### config.mk
export PLATFORM = sky130hd
export DESIGN_NAME = epm_top
export DESIGN_NICKNAME = d
export VERILOG_FILES = /design/src/rtl/epm_pkg.sv /design/src/rtl/epm_map.sv /design/src/rtl/epm_top.sv
export SDC_FILE = /design/constraint.sdc
export NUM_CORES = 1
export LEC_CHECK = 0
export ABC_CLOCK_PERIOD_IN_PS = 10500
export BUFFER_PORTS_ARGS = -buffer_cell sky130_fd_sc_hd__buf_4
export CAP_MARGIN = 20
export CORE_MARGIN = 2
export CORE_UTILIZATION = 50
export DETAILED_ROUTE_END_ITERATION = 7
export PLACE_DENSITY = 0.68
export SYNTH_ARGS = -nofsm -noshare
export SYNTH_HDL_FRONTEND = slang
export SYNTH_HIERARCHICAL = 1
export SYNTH_SLANG_ARGS = --single-unit
### constraint.sdc
create_clock -name CLK_SYS_I -period 10.5 [get_ports CLK_SYS_I]
set_input_delay 0.525 -clock CLK_SYS_I [delete_from_list [all_inputs] [get_ports CLK_SYS_I]]
set_output_delay 0.525 -clock CLK_SYS_I [all_outputs]
set_load 0.01 [all_outputs]
### src/rtl/epm_pkg.sv
// Constants and carrier types for the EEPROM page mapping block
// What this block does
// Only one half of the EEPROM array is visible at a time, chosen by the page-select bit.
// The array is kept in 8-byte sectors, mapped in 4-byte or 8-byte mode by the sector-mode bit.
// With sector mode 0 each sector shows four of its bytes, the page-select bit picking which.
// In 4-byte mode a sector erase clears all eight bytes, foreground and background.
// With sector mode 1 a whole sector lives in one page, the page-select bit picking the page.
// In 8-byte mode a sector erase clears only the foreground sector.
// Seven byte-wide control registers plus three nonvolatile locations are provided.
// At reset two nonvolatile locations are copied into their control registers.
// An 8-byte comparison key held in flash is kept and compared against.
// The clock divider must be written once before any erase or program; later writes are ignored.
// A new page-select value applies from the very next EEPROM access.
package epm_pkg;

  localparam int unsigned VIS_AW   = 5;
  localparam int unsigned PHYS_AW  = 6;
  localparam int unsigned SEC_W    = 3;
  localparam int unsigned PHYS_N   = 64;
  localparam int unsigned HP_N     = 7;
  localparam int unsigned KEY_W    = 64;

  localparam logic [7:0] ERASED_BYTE = 8'hff;

  // Control register indices
  localparam logic [2:0] HP_DIV  = 3'h0;
  localparam logic [2:0] HP_OPT  = 3'h1;
  localparam logic [2:0] HP_CFG  = 3'h2;
  localparam logic [2:0] HP_RSV  = 3'h3;
  localparam logic [2:0] HP_PROT = 3'h4;
  localparam logic [2:0] HP_STAT = 3'h5;
  localparam logic [2:0] HP_CMD  = 3'h6;

  // Field positions
  localparam int unsigned DIV_DONE_BIT  = 7;
  localparam int unsigned OPT_MODE_BIT  = 0;
  localparam int unsigned CFG_PAGE_BIT  = 0;
  localparam int unsigned STAT_ERR_BIT  = 0;
  localparam int unsigned STAT_CMPL_BIT = 1;

  localparam logic [7:0] HP_RESET = 8'h00;

  typedef struct packed {
    logic              rd;
    logic              wr;
    logic              erase;
    logic [VIS_AW-1:0] addr;
    logic [7:0]        wdata;
  } epm_req_s;

  typedef struct packed {
    logic       wr;
    logic       rd;
    logic [2:0] idx;
    logic [7:0] wdata;
  } epm_hp_req_s;

endpackage

### src/rtl/epm_map.sv
// Visible-to-physical EEPROM address mapper
`timescale 1ns/1ps
`default_nettype none
module epm_map
  import epm_pkg::*;
(
  input  wire logic [VIS_AW-1:0]  addr_i,
  input  wire logic               page_sel_i,
  input  wire logic               sector_mode_i,
  output logic      [PHYS_AW-1:0] phys_idx_o,
  output logic      [SEC_W-1:0]   phys_sec_o
);

  always_comb begin
    if (sector_mode_i) begin
      // Whole sector in one page; page bit picks the sector set
      phys_idx_o = {page_sel_i, addr_i};
    end else begin
      // Half sector visible; page bit picks which half
      phys_idx_o = {addr_i[4:2], page_sel_i, addr_i[1:0]};
    end
    // Same sector field in both modes gives full-split or foreground-only erase
    phys_sec_o = phys_idx_o[PHYS_AW-1:PHYS_AW-SEC_W];
  end

endmodule
`default_nettype wire

### src/rtl/epm_top.sv
// EEPROM page mapping with control registers and comparison key
`timescale 1ns/1ps
`default_nettype none
module epm_top
  import epm_pkg::*;
(
  input  wire logic              CLK_SYS_I,
  input  wire logic              RST_N_I,
  input  wire epm_req_s          EE_REQ_I,
  output logic      [7:0]        EE_RDATA_O,
  output logic                   EE_DONE_O,
  output logic                   EE_ERR_O,
  input  wire epm_hp_req_s       HP_REQ_I,
  output logic      [7:0]        HP_RDATA_O,
  input  wire logic [7:0]        NV_OPTION_I,
  input  wire logic [7:0]        NV_PROT_I,
  input  wire logic [KEY_W-1:0]  NV_KEY_I,
  input  wire logic [KEY_W-1:0]  KEY_CMP_I,
  input  wire logic              KEY_CHECK_I,
  output logic                   KEY_MATCH_O,
  output logic                   PAGE_SEL_O,
  output logic                   SECTOR_MODE_O
);

  logic [7:0]         mem_q [PHYS_N];
  logic [7:0]         mem_d [PHYS_N];
  logic [7:0]         hp_q  [HP_N];
  logic [7:0]         hp_d  [HP_N];
  logic [KEY_W-1:0]   key_q;
  logic [7:0]         rdata_q;
  logic [7:0]         rdata_d;
  logic               done_q;
  logic               done_d;
  logic               err_q;
  logic               err_d;
  logic [7:0]         hp_rdata_q;
  logic [7:0]         hp_rdata_d;
  logic               match_q;
  logic               match_d;
  logic [PHYS_AW-1:0] phys_idx;
  logic [SEC_W-1:0]   phys_sec;
  logic               eeprom_page_select;
  logic               eeprom_sector_mode;
  logic               div_written;
  logic               nv_op;
  logic               op_ok;
  logic               op_err;

  // Live register values: a page change applies to the next access
  assign eeprom_page_select = hp_q[HP_CFG][CFG_PAGE_BIT];
  assign eeprom_sector_mode = hp_q[HP_OPT][OPT_MODE_BIT];
  assign div_written        = hp_q[HP_DIV][DIV_DONE_BIT];

  epm_map u_map (
    .addr_i        (EE_REQ_I.addr),
    .page_sel_i    (eeprom_page_select),
    .sector_mode_i (eeprom_sector_mode),
    .phys_idx_o    (phys_idx),
    .phys_sec_o    (phys_sec)
  );

  // Erase and program refused until the divider is set
  assign nv_op  = EE_REQ_I.wr | EE_REQ_I.erase;
  assign op_ok  = nv_op & div_written;
  assign op_err = nv_op & ~div_written;

  // Array storage: erase takes priority over a program in the same cycle
  for (genvar gi = 0; gi < PHYS_N; gi++) begin : g_mem
    localparam logic [PHYS_AW-1:0] IDX = gi[PHYS_AW-1:0];
    always_comb begin
      mem_d[gi] = mem_q[gi];
      if (op_ok && EE_REQ_I.erase) begin
        if (IDX[PHYS_AW-1:PHYS_AW-SEC_W] == phys_sec) begin
          mem_d[gi] = ERASED_BYTE;
        end
      end else if (op_ok && EE_REQ_I.wr && IDX == phys_idx) begin
        mem_d[gi] = EE_REQ_I.wdata;
      end
    end
    always_ff @(posedge CLK_SYS_I) begin
      if (!RST_N_I) begin
        mem_q[gi] <= ERASED_BYTE;
      end else begin
        mem_q[gi] <= mem_d[gi];
      end
    end
  end

  // Access answer path
  always_comb begin
    rdata_d = rdata_q;
    done_d  = 1'b0;
    err_d   = op_err;
    if (EE_REQ_I.rd) begin
      // Only the foreground byte is reachable
      rdata_d = mem_q[phys_idx];
      done_d  = 1'b1;
    end
    if (op_ok) begin
      done_d = 1'b1;
    end
  end

  always_ff @(posedge CLK_SYS_I) begin
    if (!RST_N_I) begin
      rdata_q <= HP_RESET;
      done_q  <= 1'b0;
      err_q   <= 1'b0;
    end else begin
      rdata_q <= rdata_d;
      done_q  <= done_d;
      err_q   <= err_d;
    end
  end

  // Seven control registers
  always_comb begin
    for (int i = 0; i < HP_N; i++) begin
      hp_d[i] = hp_q[i];
    end
    if (HP_REQ_I.wr) begin
      unique case (HP_REQ_I.idx)
        HP_DIV: begin
          // One write only; the flag locks bits 6:0
          if (!div_written) begin
            hp_d[HP_DIV] = {1'b1, HP_REQ_I.wdata[6:0]};
          end
        end
        HP_CFG: begin
          hp_d[HP_CFG] = HP_REQ_I.wdata;
        end
        HP_STAT: begin
          // Write one to clear the error flag
          if (HP_REQ_I.wdata[STAT_ERR_BIT]) begin
            hp_d[HP_STAT][STAT_ERR_BIT] = 1'b0;
          end
        end
        HP_CMD: begin
          hp_d[HP_CMD] = HP_REQ_I.wdata;
        end
        // Option and protection copies are read-only
        default: begin
        end
      endcase
    end
    // Hardware set wins over a same-cycle clear
    if (op_err) begin
      hp_d[HP_STAT][STAT_ERR_BIT] = 1'b1;
    end
    hp_d[HP_STAT][STAT_CMPL_BIT] = 1'b1;
  end

  always_ff @(posedge CLK_SYS_I) begin
    if (!RST_N_I) begin
      for (int i = 0; i < HP_N; i++) begin
        hp_q[i] <= HP_RESET;
      end
      // Nonvolatile settings become live at every reset
      hp_q[HP_OPT]  <= NV_OPTION_I;
      hp_q[HP_PROT] <= NV_PROT_I;
    end else begin
      for (int i = 0; i < HP_N; i++) begin
        hp_q[i] <= hp_d[i];
      end
    end
  end

  // Register readback; reserved index 3 and index 7 read zero
  always_comb begin
    hp_rdata_d = hp_rdata_q;
    if (HP_REQ_I.rd) begin
      if (HP_REQ_I.idx == HP_RSV || HP_REQ_I.idx > HP_CMD) begin
        hp_rdata_d = HP_RESET;
      end else begin
        hp_rdata_d = hp_q[HP_REQ_I.idx];
      end
    end
  end

  // Comparison key copied from flash at reset
  always_comb begin
    match_d = match_q;
    if (KEY_CHECK_I) begin
      match_d = (KEY_CMP_I == key_q);
    end
  end

  always_ff @(posedge CLK_SYS_I) begin
    if (!RST_N_I) begin
      key_q      <= NV_KEY_I;
      hp_rdata_q <= HP_RESET;
      match_q    <= 1'b0;
    end else begin
      key_q      <= key_q;
      hp_rdata_q <= hp_rdata_d;
      match_q    <= match_d;
    end
  end

  assign EE_RDATA_O    = rdata_q;
  assign EE_DONE_O     = done_q;
  assign EE_ERR_O      = err_q;
  assign HP_RDATA_O    = hp_rdata_q;
  assign KEY_MATCH_O   = match_q;
  assign PAGE_SEL_O    = hp_q[HP_CFG][CFG_PAGE_BIT];
  assign SECTOR_MODE_O = hp_q[HP_OPT][OPT_MODE_BIT];

endmodule
`default_nettype wire

==> key figures, run 1 <==
STA
  – RSZ-0062 raised after global routing: no
  – Least-Margin Pin Slew: roughly 1200 ps
  – Fmax: between 200 and 250 MHz
  – Final min period: 4397 ps
  – Final Slew Violations: 0
  – Setup tns final: 0 ps
  – Final hold viol count: 0
  – Final Skew: 24.94 ps
  – Tcrit/Tclk final: 0.4188
  – Hold WS: 87.75 ps
  – Slew headroom: 0.2326
  – # setup viols final: 0

Critical path
  – Setup crit start: hp_q[1][0]
  – CP max-delay cell: a21oi_1
  – FF-to-FF Start: hp_q[1][0]
  – WP buf/inv: 1
  – Delay-heaviest family, CP: compound AO/OA/AOI/OAI gates
  – Required time of the critical path: 10680 ps
  – Critical path peak fanout: between 60 and 70
  – Crit path DAT: 4570 ps
  – Startpoint types: flop
  – Worst-path cell chain: mux2_4 > buf_4 > nor2b_1 > a21oi_1 > o21ai_0
  – Critical Path Max Stage Delay: around 950 ps
  – Worst Path Class, Setup: reg -> reg
  – Setup crit end kind: flop

Logic synthesis
  – Cell variety after synth: 58
  – Synth top area share: 0.6284
  – Seq cells post-synth: approximately 640
  – Synthesized cell area: 0.02872 sq mm
  – Post-Synthesis Cells: 2167
  – Leading area contributor after synthesis: edfxtp_1
  – Dominant cells by area after synthesis: edfxtp_1 63%, nand2_1 7.2%, mux4_2 6.3%, mux2i_1 4.1%, dfxtp_1 2.5%
  – Sequential share of the synthesized area: 0.6535
  – Number of synthesized flops with an enable pin: 601
  – Syn. warnings: 6
  – Mapped Nets: 2343
  – Top_reg_cell synth: edfxtp_1
  – Ys async rst share: 0
  – Avg Cell Area, Syn: 13.25 sq um

Layout
  – Share of cells above drive strength 1: 0.2148
  – Nets: ~2500
  – Most common cell after layout, fill and taps aside: edfxtp_1
  – Util after Layout: 0.5846
  – Filler instances: between 4000 and 5000
  – Antenna Cells: 0
  – Area growth from synthesis to layout: 15.23%
  – Most frequent cells in the layout: 601 x edfxtp_1, 553 x nand2_1, 226 x buf_4

Global route
  – Global-route wire length before repair: ~110000 um
  – GRT Total Usage: 0.2591
  – Initial antenna violation count: 3
  – Total gr overflow: 0
  – Pin count of the biggest net entering global routing: 65
  – Number of global-route vias before repair: roughly 19000

Route
  – DRC violations left: 0
  – DR iter-0 viols: slightly above 2000
  – Final ANT Viol Nets: 0
  – First drt pass iteration count: 6
  – Vias: 18830
  – Routed vias/inst: 5.919
  – Final WL: 76890 um
  – DR WL/cell: between 20 and 25 um

Clocking
  – Clk_lat worst skew: around 610 ps
  – Resize count post-CTS: 0
  – CTS clk-pin slew, worst paths: 60 ps
  – Max Root-Sink Buffers: 3
  – Root Driver: clkbuf_16
  – CTS tree: built
  – H-tree levels: 3
  – Post-CTS setup buffers: 0
  – CTS sink cnt: 637
  – CTS Hold Bufs: 0
  – Total CTS buffers: between 60 and 70

Floorplan
  – Core footprint: around 0.057 sq mm
  – Die footprint: roughly 0.059 sq mm
  – # rows: 87
  – Die W: 243.7 um
  – Die Ht: 243.7 um
  – Starting Density: 0.5074
  – IO Pins: approximately 200

Power and ir drop
  – Leakage: 0.009364 uW
  – Power Density: 168.2 mW/mm^2
  – Worst vdd ir: 125.8 uV
  – Overall power: 5567 uW

Worst hold path
  – HP Class: in -> reg
  – Worst Min Path Start: NV_PROT_I[7]

Run
  – Max Cap Violations: 0

Placed design
  – Dpl hpwl: 49870 um
  – Routability cong.: 0.8794
  – I/O Buffers: between 150 and 200

Status
  – Run status: finished, final reports clean
[report_power, final]
part           internal, uW  switching [uW]
Clock                  1370             971
Combinational           139             256
Sequential             2810            21.5
[cells in the mapped netlist, drive strengths merged, types with 2 or more instances]
cell and count:
o2111ai 5, edfxtp 601, a22oi 33, buf 57, a211oi 6, o2bb2ai 2, xnor2 18, or2 2
or3 8, a41oi 2, o211ai 9, inv 27, a221oi 2, a31oi 5, dfxtp 36, o21a 33
and2 13, nand4 11, o21ai 89, nand2b 12, o221a 2, nor4 12, mux2 21, nor2b 17
nand3 17, xor2 25, nand2 554, a21oi 20, mux2i 118, and2b 2, a22o 3, nor2 181
clkbuf 87, a2111oi 4, mux4 95, o22ai 19, nor3 16
[routing by layer]
| metal | track usage | up-vias | routed length, um |
|---|---|---|---|
| met3 | 0.06334 | 187 | 8014 |
| met4 | 0.1001 | 2 | 3159 |
| li1 | - | 8340 | - |
| met5 | 0 | - | 13 |
| met2 | 0.4208 | 1092 | 36800 |
| met1 | 0.3379 | 9208 | 28910 |
[worst register-to-register path: cells and delay by family (launching register included)]
| kind | cells | cell delay [ps] |
|---|---|---|
| AOI/OAI and AO/OA | 2 | 1660 |
| and+or+nand+nor | 1 | 210 |
| DFF | 1 | 530 |
| buffers and inverters | 1 | 680 |
| muxes | 1 | 900 |
[sequential cells by signal, summed over array words and instances, names as in the netlist]
| signal | count |
|---|---|
| KEY_MATCH_O | 1 |
| hp_q | 42 |
| key_q | 64 |
| EE_ERR_O | 1 |
| EE_RDATA_O | 8 |
| mem_q | 512 |
| EE_DONE_O | 1 |
| HP_RDATA_O | 8 |
[through the flow]
| step | cell area [sq um] | setup WS [ps] | std cells |
|---|---|---|---|
| 5_1_grt | 33090 | 5919 | 3181 |
| 3_5_place_dp | 30640 | 5869 | 3009 |
| 4_1_cts | 32810 | 6163 | 3132 |
| 3_3_place_gp | 30600 | 5873 | 3002 |
| 6_report | 33090 | 6103 | 3181 |
| 2_1_floorplan | 28720 | 6574 | 2167 |
[cell type report]
| cell class | count | area [sq um] | share of cell area |
|---|---|---|---|
| Clock buffer | 90 | 1847 | 0.05581 |
| Timing Repair Buffer | 279 | 2013 | 0.06083 |
| Sequential cell | 637 | 18770 | 0.5671 |
| Clock inverter | 33 | 317.8 | 0.009603 |
| Inverter | 27 | 106.4 | 0.003214 |
| Multi-Input combinational cell | 1359 | 9095 | 0.2748 |
| Tap cell | 756 | 945.9 | 0.02858 |
[path summary, 6_finish.rpt]
path | end | slack, ps | cells past startpoint
max reg2reg | mem_q[34][6] | 6100 | 5
max | mem_q[34][6] | 6100 | 5
min reg2reg | HP_RDATA_O[7] | 480 | 2
min | hp_q[4][7] | 90 | 1
[cells by family after synthesis]
| family | share of synthesized area |
|---|---|
| compound gates | 0.05263 |
| xor+xnor | 0.01311 |
| buf+inv | 0.03215 |
| flops | 0.6535 |
| mux | 0.1258 |
| simple gates | 0.1228 |
Note: power is estimated with default switching activity, not from simulation.
==> run 2: changes to the inputs <==
Settings changed: ABC_CLOCK_PERIOD_IN_PS 10500 to 3630, PLACE_DENSITY 0.68 to 0.71.
Clock period 10.5 ns to 3.63 ns, I/O delays scaled along.
==> key figures, run 2 (synthesis gave the netlist of run 1 again) <==
STA
  – Setup tns final: 0 ps (unchanged)
  – Final min period: 3371 ps (-1026 ps)
  – Final Slew Violations: 0 (unchanged)
  – Final Skew: 18.08 ps (-6.861 ps)
  – RSZ-0062 raised after global routing: no
  – Slew headroom: 0.3280 (+0.09539)
  – Least-Margin Pin Slew: 1004 ps (-146.8 ps)
  – Hold WS: 38.65 ps (-49.10 ps)
  – Tcrit/Tclk final: 0.9285 (+0.5098)
  – Fmax: 296.7 MHz (+30%)
  – Final hold viol count: 0 (unchanged)
  – # setup viols final: 0 (unchanged)

Global route
  – Total gr overflow: 0 (unchanged)
  – GRT Total Usage: 0.2665 (+0.007362)
  – Pin count of the biggest net entering global routing: 115 (+77%)
  – Global-route wire length before repair: 119200 um (+4.3%)
  – Initial antenna violation count: 4 (+1)
  – Number of global-route vias before repair: 19760 (+6.7%)

Critical path
  – Critical path peak fanout: 41 (-36%)
  – Worst-path cell chain: mux2_4 > buf_4 > and2_1 > buf_4 > a22oi_1 > nand3_1 > o21ai_0 > nor3_1 > a21oi_1
  – Worst Path Class, Setup: reg -> reg
  – Worst reg2reg path endpoint: EE_RDATA_O[2]
  – Setup crit start: hp_q[1][0]
  – Critical Path Max Stage Delay: 680 ps (-270 ps)
  – CP most frequent cell: buf_4
  – Required time of the critical path: 4090 ps (-6590 ps)
  – R2R setup slack: 260 ps (-5840 ps)
  – Crit path DAT: 3830 ps (-740 ps)
  – Setup crit end kind: flop
  – CP max-delay cell: nor3_1
  – R2r worst-path depth: 9 (+4)
  – Startpoint types: flop
  – FF-to-FF Start: hp_q[1][0]

Worst hold path
  – Hold Path Cell Cnt: 5 (+4)
  – HP Class: in -> reg
  – Worst Min Path Start: KEY_CMP_I[12]
  – Hold Crit Endpoint: KEY_MATCH_O

Route
  – DR iter-0 viols: 1984 (-1.9%)
  – Routed vias/inst: 5.896 (-0.40%)
  – Final ANT Viol Nets: 0 (unchanged)
  – Final WL: 78970 um (+2.7%)
  – DRC violations left: 0 (unchanged)
  – DR WL/cell: 23.79 um (-1.6%)
  – Vias: 19570 (+3.9%)
  – First drt pass iteration count: 6 (unchanged)

Power and ir drop
  – Power Density: 471.1 mW/mm^2 (+180%)
  – Worst vdd ir: 501.1 uV (+300%)
  – Leakage: 0.01002 uW (+7.0%)
  – Overall power: 16250 uW (+190%)

Floorplan
  – Core footprint: 0.05660 sq mm (unchanged)
  – IO Pins: 197 (unchanged)
  – Die Ht: 243.7 um (unchanged)
  – Die footprint: 0.05937 sq mm (unchanged)
  – Starting Density: 0.5074 (unchanged)
  – Die W: 243.7 um (unchanged)
  – # rows: 87 (unchanged)

Layout
  – Most common cell after layout, fill and taps aside: edfxtp_1
  – Top reg by flops: mem_q
  – Share of cells above drive strength 1: 0.2220 (+0.007160)
  – Most frequent cells in the layout: 601 x edfxtp_1, 553 x nand2_1, 310 x buf_4
  – Biggest regs: mem_q x512, key_q x64, hp_q x42
  – Antenna Cells: 0 (unchanged)
  – Nets: 2686 (+5.5%)
  – Area growth from synthesis to layout: 20.08%
  – Max reg flops: 512 (unchanged)

Clocking
  – H-tree levels: 3 (unchanged)
  – CTS clk-pin slew, worst paths: 60 ps (about the same)
  – Resize count post-CTS: 0 (unchanged)
  – Total CTS buffers: 67 (unchanged)
  – Max Root-Sink Buffers: 3 (unchanged)
  – Root Driver: clkbuf_16
  – CTS sink cnt: 637 (unchanged)
  – CTS tree: built
  – Clk_lat worst skew: 610 ps (about the same)

Placed design
  – I/O Buffers: 196 (unchanged)
  – Dpl hpwl: 51790 um (+3.9%)
  – Routability cong.: 0.9235 (+5.0%)

Run
  – Max Cap Violations: 0 (unchanged)

Status
  – Run status: finished, final reports clean
run 2: cell types whose count changed in the layout (fill, tap and decap cells not counted), moves of 6 or more:
cell           change
buf_2             -21
dlygate4sd3_1     +95
buf_4             +84
buf_12             +6
clkbuf_2           -8
clkbuf_4          -17
run 2: cell type report:
cell class / instances / area, sq um
Multi-Input combinational cell: 1359 / 9092
Clock buffer: 84 / 1770
Timing Repair Buffer: 418 / 3442
Clock inverter: 38 / 362.8
Fill cell: 4185 / 22120
Tap cell: 756 / 945.9
Sequential cell: 637 / 18770
Inverter: 27 / 106.4
run 2: repair_timing:
item	4_1_cts	5_1_grt
hold endpoints to repair	141	0
buffers inserted	0	0
hold buffers	95	0
setup endpoints to repair	0	0
run 2: worst max-delay path: cells and delay by family, from the launching register on:
family / cells / cell delay (ps)
DFF: 1 / 490
muxes: 1 / 650
and+or+nand+nor: 3 / 1030
buffers and inverters: 2 / 630
AOI/OAI and AO/OA: 3 / 420
run 2: routing by layer:
layer	up-vias	wire, um	share of wire	track usage
li1	8611	-	-	-
met1	9624	29780	0.38	0.3450
met2	1101	37430	0.47	0.4290
met3	228	8157	0.10	0.06543
met4	4	3583	0.045	0.1168
met5	-	20	0.00025	0
run 2: worst max path at each step:
| stage | end | slack, ps |
|---|---|---|
| 6_report | EE_RDATA_O[2] | 260 |
| 5_1_grt | EE_RDATA_O[2] | 240 |
| 4_1_cts | EE_RDATA_O[2] | 370 |
| 3_5_place_dp | EE_RDATA_O[0] | 370 |
| 3_3_place_gp | EE_RDATA_O[2] | 440 |
| 2_1_floorplan | hp_q[1][0] | 50 |
run 2: report_power, final:
group | leakage, uW | switching [uW] | internal (uW)
Sequential | 0.00466 | 66.0 | 8130
Clock | 0.00105 | 2830 | 3910
Combinational | 0.00431 | 795 | 516
Total | 0.0100 | 3690 | 12600
run 2: metrics by stage:
step / area [sq um] / util / worst slack, ps / std cells
after detailed placement: 31380 / 0.5544 / 368.2 / 3098
after global routing: 34490 / 0.6093 / 244.2 / 3319
final: 34490 / 0.6093 / 259.4 / 3319
after CTS: 34470 / 0.6089 / 368.8 / 3315
after floorplan: 28720 / - / 47.61 / 2167
after global placement: 31350 / 0.5539 / 436.8 / 3093
